===== src/rtl/ice_seq_pkg.sv =====
package ice_seq_pkg;

  // Clock and timebase figures.
  localparam int CLK_HZ = 20000000;
  localparam int TICK_S = 1;
  localparam int TICK_CYCLES_DEF = CLK_HZ * TICK_S;
  localparam int DEBOUNCE_MS = 20;
  localparam int DEBOUNCE_CYCLES_DEF = (CLK_HZ / 1000) * DEBOUNCE_MS;

  // Sequence delays, in seconds of the shared tick, and the highest purge setting.
  localparam logic [6:0] DRAIN_S = 7'h05;
  localparam logic [6:0] HG_OFF_S = 7'h05;
  localparam logic [6:0] SLUSH_S = 7'h1e;
  localparam logic [6:0] QUAL_AIR_S = 7'h05;
  localparam logic [6:0] QUAL_REMOTE_S = 7'h03;
  localparam logic [6:0] PURGE_DELAY_S = 7'h05;
  localparam logic [6:0] REOPEN_S = 7'h1e;
  localparam logic [6:0] PUMPDOWN_S = 7'h1e;
  localparam logic [6:0] PURGE_AUTO_SOFT_S = 7'h08;
  localparam logic [6:0] PURGE_AUTO_HARD_S = 7'h14;
  localparam logic [6:0] PURGE_STEP_S = 7'h04;
  localparam logic [2:0] PURGE_SET_MAX = 3'h5;

  // Code display values.
  localparam logic [3:0] DISP_BLANK = 4'h0;
  localparam logic [3:0] DISP_OFF = 4'h1;
  localparam logic [3:0] DISP_FREEZE = 4'h2;
  localparam logic [3:0] DISP_HARVEST = 4'h3;
  localparam logic [3:0] DISP_FAIL = 4'h4;

  // Bit positions of the conditioned input vector.
  localparam int IN_ON = 0;
  localparam int IN_MID = 1;
  localparam int IN_TOP = 2;
  localparam int IN_ICE = 3;
  localparam int IN_COLD = 4;
  localparam int IN_HARD = 5;
  localparam int IN_CUR1 = 6;
  localparam int IN_CUR2 = 7;
  localparam int IN_REMOTE = 8;
  localparam int IN_TWO = 9;
  localparam int IN_DONE = 10;
  localparam int IN_PASS = 11;
  localparam int IN_PSET = 12;
  localparam int IN_COUNT = 15;

  typedef enum logic [3:0] {
    ST_CHECK, ST_FAIL, ST_STANDBY, ST_DRAIN, ST_FILL, ST_FREEZE, ST_HARVEST, ST_WAIT, ST_PUMPDOWN
  } seq_state_t;

  typedef struct packed {
    seq_state_t state;
    logic [6:0] cnt;
    logic [2:0] ice_cnt;
    logic [6:0] slush_cnt;
    logic slush_on;
    logic slush_done;
    logic hard;
    logic seen1;
    logic seen2;
    logic on_armed;
    logic comp;
    logic llv;
    logic fan;
    logic pump;
    logic purge;
    logic inlet;
    logic hg;
    logic assist;
    logic [3:0] disp;
    logic blink;
    logic power_led;
    logic status_led;
    logic empty_led;
    logic full_led;
    logic cur1_led;
    logic cur2_led;
    logic ready_led;
  } seq_t;

  // Everything off, sequencer in self check (ST_CHECK encodes as zero).
  localparam seq_t SEQ_RESET = '0;

endpackage


===== src/rtl/input_conditioner.sv =====
`timescale 1ns/100ps
`default_nettype none
module input_conditioner #(
  parameter int WIDTH = 15,
  parameter int DEB_CYCLES = 400000
) (
  input wire logic clk_i,               // System clock.
  input wire logic rst_i,               // Synchronous reset, active high.
  input wire logic [WIDTH-1:0] raw_i,   // Asynchronous switch and probe levels.
  output logic [WIDTH-1:0] clean_o      // Synchronised, debounced levels.
);
  localparam int CW = $clog2(DEB_CYCLES + 1);

  logic [WIDTH-1:0] meta_reg;
  logic [WIDTH-1:0] sync_reg;
  logic [WIDTH-1:0] samp_reg;
  logic [WIDTH-1:0] clean_reg;
  logic [CW-1:0] div_reg;
  logic strobe;

  if (DEB_CYCLES < 1 || WIDTH < 1) begin : g_chk
    $error("input_conditioner needs DEB_CYCLES and WIDTH of at least one.");
  end

  assign strobe = (div_reg == CW'(DEB_CYCLES - 1));
  assign clean_o = clean_reg;

  // Two flops against metastability, then a bit changes only when two samples one period apart agree.
  always_ff @(posedge clk_i) begin
    if (rst_i) begin
      meta_reg <= '0;
      sync_reg <= '0;
      samp_reg <= '0;
      clean_reg <= '0;
      div_reg <= '0;
    end else begin
      meta_reg <= raw_i;
      sync_reg <= meta_reg;
      div_reg <= strobe ? '0 : div_reg + CW'(1);
      if (strobe) begin
        samp_reg <= sync_reg;
        clean_reg <= (sync_reg & samp_reg) | (clean_reg & (sync_reg | samp_reg));
      end
    end
  end
endmodule
`default_nettype wire


===== src/rtl/seconds_timebase.sv =====
`timescale 1ns/100ps
`default_nettype none
module seconds_timebase #(
  parameter int TICK_CYCLES = 20000000
) (
  input wire logic clk_i,   // System clock.
  input wire logic rst_i,   // Synchronous reset, active high.
  output logic tick_o       // One-cycle pulse once per second.
);
  localparam int CW = $clog2(TICK_CYCLES + 1);

  logic [CW-1:0] cnt_reg;
  logic tick_reg;

  if (TICK_CYCLES < 2) begin : g_chk
    $error("seconds_timebase needs TICK_CYCLES of at least two.");
  end

  assign tick_o = tick_reg;

  // Free-running divider; the pulse marks the wrap.
  always_ff @(posedge clk_i) begin
    if (rst_i) begin
      cnt_reg <= '0;
      tick_reg <= 1'b0;
    end else begin
      tick_reg <= (cnt_reg == CW'(TICK_CYCLES - 1));
      cnt_reg <= (cnt_reg == CW'(TICK_CYCLES - 1)) ? '0 : cnt_reg + CW'(1);
    end
  end
endmodule
`default_nettype wire


===== src/rtl/ice_cuber_cycle_sequencer.sv =====
// Overview of operation
// - Failed self check shows error, stays inert.
// - Passed check: off code, lights, standby.
// - On press-release starts; freeze code blinks.
// - Startup drains with hot gas, then stops.
// - Inlet opens when mid uncovered, closes full.
// - Full reservoir starts compressor, pump, fan (air) or line valve (remote).
// - Hot gas off five seconds into freeze.
// - Freeze shows steady code and green lights.
// - Cold water pauses pump thirty seconds.
// - Pause samples conductivity for auto purge.
// - Air/water: five seconds steady ice contact.
// - Remote: three seconds steady ice contact.
// - Air/water harvest: fan off, hot gas on.
// - Delayed purge and pump for purge time.
// - Harvest ends when the curtain(s) open.
// - Harvest end drops hot gas and assist.
// - Curtain reclosing within thirty seconds refreezes.
// - Remote shutdown pumps down thirty seconds.
// - Curtain open thirty seconds means bin full.
// - Mid and top probes decode empty and full.
`timescale 1ns/100ps
`default_nettype none
module ice_cuber_cycle_sequencer
  import ice_seq_pkg::*;
#(
  parameter int TICK_CYCLES = TICK_CYCLES_DEF,
  parameter int DEB_CYCLES = DEBOUNCE_CYCLES_DEF
) (
  input wire logic clk_i,              // System clock, 20 MHz.
  input wire logic rst_i,              // Synchronous reset, active high.
  input wire logic on_btn_i,           // On pushbutton, high while pressed.
  input wire logic mid_probe_i,        // High while the mid probe touches water.
  input wire logic top_probe_i,        // High while the top probe touches water.
  input wire logic ice_probe_i,        // High while water touches the ice thickness probe.
  input wire logic water_cold_i,       // High when water is at the low threshold.
  input wire logic water_hard_i,       // High when reservoir conductivity is high.
  input wire logic curtain1_closed_i,  // High while curtain one is closed.
  input wire logic curtain2_closed_i,  // High while curtain two is closed.
  input wire logic remote_cfg_i,       // High on remote-condenser machines.
  input wire logic two_evap_cfg_i,     // High on two-evaporator machines.
  input wire logic selftest_done_i,    // High once the self check has finished.
  input wire logic selftest_pass_i,    // High when the self check found no fault.
  input wire logic [2:0] purge_set_i,  // Purge setting, zero for automatic.
  output logic compressor_o,           // Compressor contactor.
  output logic liquid_valve_o,         // Liquid line valve.
  output logic fan_o,                  // Condenser fan.
  output logic pump_o,                 // Water pump.
  output logic purge_o,                // Purge valve.
  output logic inlet_o,                // Inlet water valve.
  output logic hot_gas_o,              // Hot gas valve.
  output logic assist_o,               // Harvest assist solenoid.
  output logic [3:0] disp_code_o,      // Code display value.
  output logic disp_blink_o,           // Code display blinks.
  output logic power_led_o,            // Power light.
  output logic status_led_o,           // Status light, green.
  output logic sump_empty_led_o,       // Sump empty light.
  output logic sump_full_led_o,        // Sump full light.
  output logic curtain1_led_o,         // Curtain one closed light.
  output logic curtain2_led_o,         // Curtain two closed light.
  output logic ready_led_o             // Ready to harvest light.
);

  logic [IN_COUNT-1:0] raw;
  logic [IN_COUNT-1:0] in_q;
  logic tick;
  seq_t s_reg;
  seq_t s_next;
  logic mid;
  logic top;
  logic ice;
  logic cur1;
  logic cur2;
  logic remote;
  logic two;
  logic closed_all;
  logic harvest_done;
  logic [6:0] qual;
  logic [6:0] ptime;
  logic [6:0] pend;

  // Purge run time from the setting; zero selects the time chosen from conductivity.
  function automatic logic [6:0] purge_secs(input logic [2:0] set, input logic hard);
    logic [2:0] lim;
    lim = (set > PURGE_SET_MAX) ? PURGE_SET_MAX : set;
    if (set == 3'h0) begin
      return hard ? PURGE_AUTO_HARD_S : PURGE_AUTO_SOFT_S;
    end
    return 7'({4'h0, lim} * PURGE_STEP_S);
  endfunction

  // Gather every external level for synchronising and debouncing.
  assign raw = {purge_set_i, selftest_pass_i, selftest_done_i, two_evap_cfg_i, remote_cfg_i,
                curtain2_closed_i, curtain1_closed_i, water_hard_i, water_cold_i, ice_probe_i,
                top_probe_i, mid_probe_i, on_btn_i};

  input_conditioner #(
    .WIDTH(IN_COUNT),
    .DEB_CYCLES(DEB_CYCLES)
  ) u_cond (
    .clk_i(clk_i),
    .rst_i(rst_i),
    .raw_i(raw),
    .clean_o(in_q)
  );

  seconds_timebase #(
    .TICK_CYCLES(TICK_CYCLES)
  ) u_tick (
    .clk_i(clk_i),
    .rst_i(rst_i),
    .tick_o(tick)
  );

  // Decoded conditions used by the sequence.
  assign mid = in_q[IN_MID];
  assign top = in_q[IN_TOP];
  assign ice = in_q[IN_ICE];
  assign cur1 = in_q[IN_CUR1];
  assign cur2 = in_q[IN_CUR2];
  assign remote = in_q[IN_REMOTE];
  assign two = in_q[IN_TWO];
  assign closed_all = cur1 & (cur2 | ~two);
  assign qual = remote ? QUAL_REMOTE_S : QUAL_AIR_S;
  assign ptime = purge_secs(in_q[IN_PSET +: 3], s_reg.hard);
  assign pend = 7'(PURGE_DELAY_S + ptime);
  assign harvest_done = two ? ((s_reg.seen1 | ~cur1) & (s_reg.seen2 | ~cur2)) : ~cur1;

  // Next state of the whole sequencer.
  always_comb begin
    s_next = s_reg;
    if (tick && s_reg.cnt != 7'h7f) begin
      s_next.cnt = s_reg.cnt + 7'h01;
    end
    case (s_reg.state)
      ST_CHECK: begin
        if (in_q[IN_DONE]) begin
          s_next.state = in_q[IN_PASS] ? ST_STANDBY : ST_FAIL;
        end
      end
      ST_FAIL: begin
        s_next.state = ST_FAIL;
      end
      ST_STANDBY: begin
        if (in_q[IN_ON]) begin
          s_next.on_armed = 1'b1;
        end else if (s_reg.on_armed) begin
          // Release after a press starts the drain with hot gas and assist energised.
          s_next.on_armed = 1'b0;
          s_next.state = ST_DRAIN;
          s_next.cnt = 7'h00;
          s_next.purge = 1'b1;
          s_next.pump = 1'b1;
          s_next.hg = 1'b1;
          s_next.assist = 1'b1;
        end
      end
      ST_DRAIN: begin
        if (s_reg.cnt >= DRAIN_S) begin
          s_next.purge = 1'b0;
          s_next.pump = 1'b0;
          s_next.state = ST_FILL;
          s_next.cnt = 7'h00;
        end
      end
      ST_FILL: begin
        if (top) begin
          s_next.state = ST_FREEZE;
          s_next.cnt = 7'h00;
          s_next.comp = 1'b1;
          s_next.pump = 1'b1;
          s_next.llv = remote;
          s_next.fan = ~remote;
          s_next.ice_cnt = 3'h0;
          s_next.slush_on = 1'b0;
          s_next.slush_done = 1'b0;
        end
      end
      ST_FREEZE: begin
        if (s_reg.cnt >= HG_OFF_S) begin
          s_next.hg = 1'b0;
          s_next.assist = 1'b0;
        end
        // One anti-slush pause per freeze; the conductivity sample is taken as it begins.
        if (in_q[IN_COLD] && !s_reg.slush_on && !s_reg.slush_done) begin
          s_next.slush_on = 1'b1;
          s_next.slush_cnt = 7'h00;
          s_next.pump = 1'b0;
          s_next.hard = in_q[IN_HARD];
        end
        if (s_reg.slush_on) begin
          if (tick) begin
            s_next.slush_cnt = s_reg.slush_cnt + 7'h01;
          end
          if (s_reg.slush_cnt >= SLUSH_S) begin
            s_next.slush_on = 1'b0;
            s_next.slush_done = 1'b1;
            s_next.pump = 1'b1;
          end
        end
        // Any break in contact restarts the qualification count.
        if (!ice) begin
          s_next.ice_cnt = 3'h0;
        end else if (tick && s_reg.ice_cnt != 3'h7) begin
          s_next.ice_cnt = s_reg.ice_cnt + 3'h1;
        end
        if (ice && {4'h0, s_reg.ice_cnt} >= qual) begin
          s_next.state = ST_HARVEST;
          s_next.cnt = 7'h00;
          s_next.fan = 1'b0;
          s_next.hg = 1'b1;
          s_next.assist = 1'b1;
          s_next.pump = 1'b0;
          s_next.slush_on = 1'b0;
          s_next.seen1 = 1'b0;
          s_next.seen2 = 1'b0;
        end
      end
      ST_HARVEST: begin
        s_next.pump = (s_reg.cnt >= PURGE_DELAY_S) && (s_reg.cnt < pend);
        s_next.purge = (s_reg.cnt >= PURGE_DELAY_S) && (s_reg.cnt < pend);
        s_next.seen1 = s_reg.seen1 | ~cur1;
        s_next.seen2 = s_reg.seen2 | ~cur2;
        if (harvest_done) begin
          s_next.state = ST_WAIT;
          s_next.cnt = 7'h00;
          s_next.hg = 1'b0;
          s_next.assist = 1'b0;
          s_next.pump = 1'b0;
          s_next.purge = 1'b0;
        end
      end
      ST_WAIT: begin
        if (closed_all) begin
          s_next.state = ST_FILL;
          s_next.cnt = 7'h00;
        end else if (s_reg.cnt >= REOPEN_S) begin
          // A curtain held open means bin full; remote units pump down first.
          s_next.cnt = 7'h00;
          s_next.llv = 1'b0;
          s_next.fan = 1'b0;
          if (remote) begin
            s_next.state = ST_PUMPDOWN;
          end else begin
            s_next.state = ST_STANDBY;
            s_next.comp = 1'b0;
          end
        end
      end
      ST_PUMPDOWN: begin
        if (s_reg.cnt >= PUMPDOWN_S) begin
          s_next.state = ST_STANDBY;
          s_next.comp = 1'b0;
        end
      end
      default: begin
        s_next = SEQ_RESET;
      end
    endcase
    // Refill may happen in any running state.
    if (s_next.state == ST_CHECK || s_next.state == ST_FAIL) begin
      s_next.inlet = 1'b0;
    end else if (!mid) begin
      s_next.inlet = 1'b1;
    end else if (top) begin
      s_next.inlet = 1'b0;
    end
    // Display and indicator lights follow the next state.
    case (s_next.state)
      ST_CHECK: s_next.disp = DISP_BLANK;
      ST_FAIL: s_next.disp = DISP_FAIL;
      ST_STANDBY: s_next.disp = DISP_OFF;
      ST_DRAIN, ST_FILL, ST_FREEZE: s_next.disp = DISP_FREEZE;
      ST_HARVEST: s_next.disp = DISP_HARVEST;
      default: s_next.disp = DISP_OFF;
    endcase
    s_next.blink = (s_next.state == ST_DRAIN) || (s_next.state == ST_FILL);
    s_next.power_led = (s_next.state != ST_CHECK) && (s_next.state != ST_FAIL);
    s_next.status_led = (s_next.state == ST_FREEZE) || (s_next.state == ST_HARVEST);
    s_next.empty_led = s_next.power_led && !mid;
    s_next.full_led = s_next.power_led && top;
    s_next.cur1_led = s_next.power_led && cur1;
    s_next.cur2_led = s_next.power_led && two && cur2;
    s_next.ready_led = s_next.power_led && ice;
  end

  // Single state register; reset drops every load.
  always_ff @(posedge clk_i) begin
    if (rst_i) begin
      s_reg <= SEQ_RESET;
    end else begin
      s_reg <= s_next;
    end
  end

  // Outputs straight from the state register.
  assign compressor_o = s_reg.comp;
  assign liquid_valve_o = s_reg.llv;
  assign fan_o = s_reg.fan;
  assign pump_o = s_reg.pump;
  assign purge_o = s_reg.purge;
  assign inlet_o = s_reg.inlet;
  assign hot_gas_o = s_reg.hg;
  assign assist_o = s_reg.assist;
  assign disp_code_o = s_reg.disp;
  assign disp_blink_o = s_reg.blink;
  assign power_led_o = s_reg.power_led;
  assign status_led_o = s_reg.status_led;
  assign sump_empty_led_o = s_reg.empty_led;
  assign sump_full_led_o = s_reg.full_led;
  assign curtain1_led_o = s_reg.cur1_led;
  assign curtain2_led_o = s_reg.cur2_led;
  assign ready_led_o = s_reg.ready_led;
endmodule
`default_nettype wire


===== config.mk =====
export PLATFORM = sky130hd
export DESIGN_NAME = ice_cuber_cycle_sequencer
export DESIGN_NICKNAME = d
export VERILOG_FILES = /design/src/rtl/ice_seq_pkg.sv /design/src/rtl/input_conditioner.sv /design/src/rtl/seconds_timebase.sv /design/src/rtl/ice_cuber_cycle_sequencer.sv
export SDC_FILE = /design/constraint.sdc
export NUM_CORES = 1
export LEC_CHECK = 0
export ABC_CLOCK_PERIOD_IN_PS = 2900
export BUFFER_PORTS_ARGS = -buffer_cell sky130_fd_sc_hd__buf_2
export CORE_UTILIZATION = 45
export DETAILED_ROUTE_END_ITERATION = 16
export HOLD_SLACK_MARGIN = 0.03
export SLEW_MARGIN = 20
export SYNTH_ARGS = -nofsm -noshare
export SYNTH_HDL_FRONTEND = slang
export SYNTH_SLANG_ARGS = --single-unit

===== constraint.sdc =====
create_clock -name clk_i -period 2.9 [get_ports clk_i]
set_clock_uncertainty 0.15 [all_clocks]
set_input_delay 0.29 -clock clk_i [delete_from_list [all_inputs] [get_ports clk_i]]
set_output_delay 0.29 -clock clk_i [all_outputs]
set_load 0.01 [all_outputs]

# --- Word level (Yosys, flattened, before mapping) ---
# Index checks and enable logic that the tools add are counted.
totals:
  wordCells: 216
  ff_bits: 152
classes:
  bitwise: 22
  addsub: 6
  mux: 64
  n_reduce_logical: 50
  eq_ne: 34
  magnitude_cmp: 6
op_table:
  columns: ["cell", "count"]
  rows:
  - ["2-to-1 mux 11 bit", 7]
  - ["one-hot mux 7 bit (7 select lines)", 1]
  - ["one-hot mux 4 bit (9 select lines)", 1]
  - ["bitwise AND 15 bit", 2]
  - ["OR 15 bit", 2]
  - ["equality test 4 x 3 -> 1 bit (second input constant)", 7]
  - ["2-to-1 mux 7 bit", 4]
  - ["adder 25 x 1 -> 25 bit (second input constant)", 1]
  - ["equality test 25 bit (second input constant)", 1]
  - ["!= test 2 bit (second input constant)", 12]
  - ["OR reduction 6 bit", 4]
  - ["2-to-1 mux 2 bit", 11]
  - ["OR reduction 7 bit", 3]
  - ["adder 19 x 1 -> 19 bit (second input constant)", 1]
  - ["equality test 19 bit (second input constant)", 1]
  - ["2-to-1 mux 3 bit", 6]
  - ["2-to-1 mux 4 bit", 4]
  - ["OR reduction 8 bit", 2]
  - ["AND reduction 5 bit", 3]
  - ["adder 7 x 1 -> 7 bit (second input constant)", 2]
  - [">= comparator 7 x 5 -> 1 bit (second input constant)", 2]
  - ["2-to-1 mux 14 bit", 1]
  - ["one-hot mux 7 bit (2 select lines)", 1]
  - ["logical AND 1 bit", 13]
  - ["other kinds (42)", 90]

# --- Logic depth before layout (Yosys ltp) ---
logic_depth:
  word_depth: 10
  ltp_mapped: 11

# --- Hierarchy ---
# From an unflattened synthesis, not the netlist that was laid out.
unflattened:
  cells_unflattened: 789
  area_unflattened_um2: 7095.6
modules_own_cells:
  columns: ["mod", "cells_each", "instances", "area_per_inst_um2"]
  rows:
  - ["input_conditioner", 327, 1, 3125.5]
  - ["ice_cuber_cycle_sequencer", 321, 1, 2751.4]
  - ["seconds_timebase", 141, 1, 1218.7]

# --- Worst setup path after synthesis ---
# OpenSTA, ideal clock, no wires.
synth_path:
  path_kind: "register -> register"
  startpoint: "register s_reg[36] (netlist name)"
  endpoint: "register s_reg, in the netlist disp_blink_o"
  arrival_time_ns: 2.062
  synth_period_minus_slack_ns: 2.304
  setup_slack_ns: 0.596
  t_required_ns: 2.658
  setup_time_ns: 0.092
  stages_incl_launch_ff: 8
  path_buffers: 0
  cell_sequence: "dfxtp_1 > inv_1 > ha_1 > o2111ai_1 > a22oi_1 > a221o_1 > or3_2 > o32ai_1"
synth_via:
  elab_chain_cells: 6
synth_lines:
  columns: ["element", "line", "text"]
  rows:
  - ["start: declaration", "ice_cuber_cycle_sequencer.sv:67", "seq_t s_reg;"]
  - ["start signal: assignment", "ice_cuber_cycle_sequencer.sv:292", "s_reg <= s_next;"]
  - [">= comparator 7 x 5 -> 1 bit", "ice_cuber_cycle_sequencer.sv:237, ice_cuber_cycle_sequencer.sv:251", null]
  - ["2-to-1 mux 11 bit", "ice_cuber_cycle_sequencer.sv:237", "end else if (s_reg.cnt >= REOPEN_S) begin"]
  - ["2-to-1 mux 11 bit", "ice_cuber_cycle_sequencer.sv:234", "if (closed_all) begin"]
  - ["one-hot mux 4 bit (9 select lines) (*)", "ice_cuber_cycle_sequencer.sv:135", "case (s_reg.state)"]
  - ["equality test 4 x 2 -> 1 bit or equality test 4 x 3 -> 1 bit (tied branches)", "ice_cuber_cycle_sequencer.sv:277", "s_next.blink = (s_next.state == ST_DRAIN) || (s_next.state == ST_FILL);"]
  - ["logical OR 1 bit (*)", "ice_cuber_cycle_sequencer.sv:277", null]
# Every way passes the cells marked *; elsewhere a longest branch is shown, timed or not.
# A chain may end at the register's enable or synchronous reset.

# --- Worst setup path in the final report ---
# Ends and elaborated chain as after synthesis.

==> run_results.csv <==
group,metric,value,unit
logic_synthesis,ys.flop_type,"dfxtp_1",
setup_path,path_max_fanout,8,
pwr,p_seq_share,48.2,%
routing,ant_nets,0,
grt,grt_overflow_total,0,
clock_network,clock-sinks,150,
pwr,p_comb_share,2.4,%
setup_path,r2r-start,"s_reg[36]",
placed_design,gp_congestion,0.882,
clock_network,cts_setup_buffers,0,
floorplan,io_pins,37,
sta,finalSetupTns,0,ns
sta,rsz0062_at_grt,"no",
finish,fillerInstances,1355,
setup_path,path_class,"flip-flop to flip-flop",
run_status,status,"finished, final reports clean",
floorplan,die_width,124,um
pwr,sw_frac_of_total,21.0,%
sta,fin_crit,2.59,ns
grt,grt_util_met1,28.3,%
sta,worst_pin_slew,0.684,ns
logic_synthesis,async_flop_share,0,%
logic_synthesis,syn_area,6670,um2
clock_network,clockBufferDepth,2,
clock_network,clkSlewWorstSetupHoldPaths,0.06,ns
grt,antenna_found_initial,0,
routing,via_per_inst,5.52,
setup_path,cp-start-kind,"flip-flop",
routing,drtIter0Drc,350,
routing,drc,0,
setup_path,crit_path_end,"disp_blink_o",
floorplan,core_area,14500,um2
routing,totalWireLength,15400,um
logic_synthesis,yosysMostFrequentCell,"dfxtp_1",
worst_hold_path,hold_path_class,"primary input to flip-flop",
pwr,ir_worst_vdd,382,uV
setup_path,critical_path_arrival,2.77,ns
pwr,switching_power,0.916,mW
routing,num_vias,5590,
sta,slew_headroom,53.8,%
placed_design,io_buffers,35,
logic_synthesis,syn_nets,807,
sta,timing.final.crit_share,89.4,%
pwr,p_clk_share,49.5,%
clock_network,clock-root-buffer,"clkbuf_16",
sta,setup_viol,0,
setup_path,reg2reg_slack,0.31,ns
grt,gr-usage-met3,4.76,%
clock_network,cts_buffers,17,
setup_path,r2r-end,"disp_blink_o",
grt,grt_busiest_layer,"met2",
finish,multi_input_area,3410,um2
sta,fmax,0.386,GHz
floorplan,die_h,124,um
setup_path,reg2reg_depth,7,
routing,wl_per_cell,15.2,um
logic_synthesis,yosys-top-cells-area,"dfxtp_1 (45%), nor2_1 (5.2%), nand2_1 (4.5%)",
logic_synthesis,ys_warn_count,0,
logic_synthesis,synth.top_cell.area_share,45.0,%
flow_run,maxCapViolations,0,
setup_path,critPathLaunch,"s_reg[36]",
sta,hold_viol_final,0,
pwr,fin_total_pwr,4.36,mW
logic_synthesis,synth_top_area_cell,"dfxtp_1",
logic_synthesis,synthTopCellsByCount,"dfxtp_1 (150), nor2_1 (92), nand2_1 (80)",
finish,fin_nets,849,
logic_synthesis,synth_edf_count,0,
finish,final_area,7770,um2
grt,grt_use_total,21.4,%
placed_design,postPlaceCellArea,7030,um2
logic_synthesis,yosysUniqueCellTypes,78,
logic_synthesis,ys_ff_latch,150,
sta,slew_viol_final,0,
routing,firstDrtPassIters,5,
pwr,power_density,562,nW/um2
logic_synthesis,syn_inst,774,
logic_synthesis,seq_area_frac_synth,45.0,%
finish,diodes,0,
pwr,p_int,3.45,mW
setup_path,worst_setup_path_end_kind,"flip-flop",
floorplan,rows,44,
finish,largest_reg_flops,27,
setup_path,cp.required,3.08,ns
grt,met2_usage,33.6,%
clock_network,clock_latency,0.42,ns
finish,final_layout_size_suffix_gt1_share,12.6,%
logic_synthesis,avgSynthCellArea,8.62,um2
finish,area_growth,16.4,%
grt,grt_pass1_vias,5074,
worst_hold_path,hp-start,"rst_i",
grt,grt_pass1_wl,25100,um
floorplan,dieArea,15300,um2
grt,grt_max_degree,92,
finish,regArea,3000,um2
finish,fin_util,53.6,%
pwr,p_leak,2.84,nW
floorplan,initial_core_util,46.1,%
clock_network,cts_tree,"done",
clock_network,htreeDepth,4,
placed_design,dp_hpwl,10800,um
[placed cells by master, fill, tap and decap left out, types with 5 or more instances in the layout]
cell type,n
buf_2,35
nand3_1,20
nor2_1,91
and2_1,6
o22ai_1,16
o21ai_0,38
nand2b_1,5
dlygate4sd3_1,15
clkbuf_16,17
dfxtp_1,150
ha_1,16
nor3_1,11
xnor2_1,19
nand4_1,16
xor2_1,24
buf_4,16
and3_1,7
a21oi_1,56
nand2_1,80
a211oi_1,10
nor2b_1,35
or3_1,11
inv_1,19
[power groups by stage]
stage | registers [mW] | logic (mW) | clock network (mW)
after floorplan | 2.14 | 0.0589 | 0
after global placement | 2.15 | 0.0863 | 0
after detailed placement | 2.15 | 0.0895 | 0
after CTS | 2.10 | 0.105 | 2.21
after global routing | 2.10 | 0.117 | 2.31
final | 2.10 | 0.103 | 2.16
[worst max-delay path, cell delays in order (launching register included)]
cell and delay [ns]:
dfxtp_1 0.49, inv_1 0.08, ha_1 0.22, o2111ai_1 0.42
a22oi_1 0.23, a221o_1 0.39, or3_2 0.42, o32ai_1 0.12
[how the worst min path moves through the flow]
stage / end / slack (ns) / cells past startpoint
floorplan: u_cond.div_reg[0] / 0.26 / 1
global placement: u_cond.sync_reg[14] / 0.27 / 1
detailed placement: u_cond.sync_reg[2] / 0.27 / 1
CTS: u_cond.div_reg[6] / 0.23 / 3
global route: u_cond.div_reg[2] / 0.25 / 3
finish: u_cond.div_reg[4] / 0.23 / 3
[routing by layer]
layer,up-vias,share of wire [%]
met1,2643,48
met5,-,0
li1,2810,-
met4,0,1.7
met2,117,46
met3,20,3.6
[cell type report]
type	count	area share, %
clock buffer	21	5.93
inverter	20	0.967
timing repair buffer	67	5.99
multi-input combinational	560	43.9
clock inverter	10	1.56
sequential	150	38.7
tap	184	2.96
[kinds of logic after synthesis]
| family | after synthesis | synth area share [%] |
|---|---|---|
| mux | 4 | 0.600 |
| buf+inv | 64 | 4.01 |
| compound gates | 181 | 18.1 |
| fa+ha+maj | 16 | 3.00 |
| flops | 150 | 45.0 |
| other cells | 2 | 0.113 |
| xor+xnor | 43 | 5.64 |
| simple gates | 314 | 23.5 |
[what timing repair did]
| item | CTS | global route |
|---|---|---|
| hold buffers | 15 | 0 |
| resized for setup | 0 | 0 |
| endpoints found under the setup margin | 0 | 0 |
| endpoints found under the hold margin | 15 | 0 |
[through the flow]
step	hold WS, ns	cells	worst slack [ns]
after floorplan	0.263	774	0.596
after global placement	0.272	966	0.413
after detailed placement	0.270	966	0.336
after CTS	0.229	1012	0.332
after global routing	0.252	1012	0.145
final	0.227	1012	0.307
No activity file was read; power rests on OpenSTA's default activity.
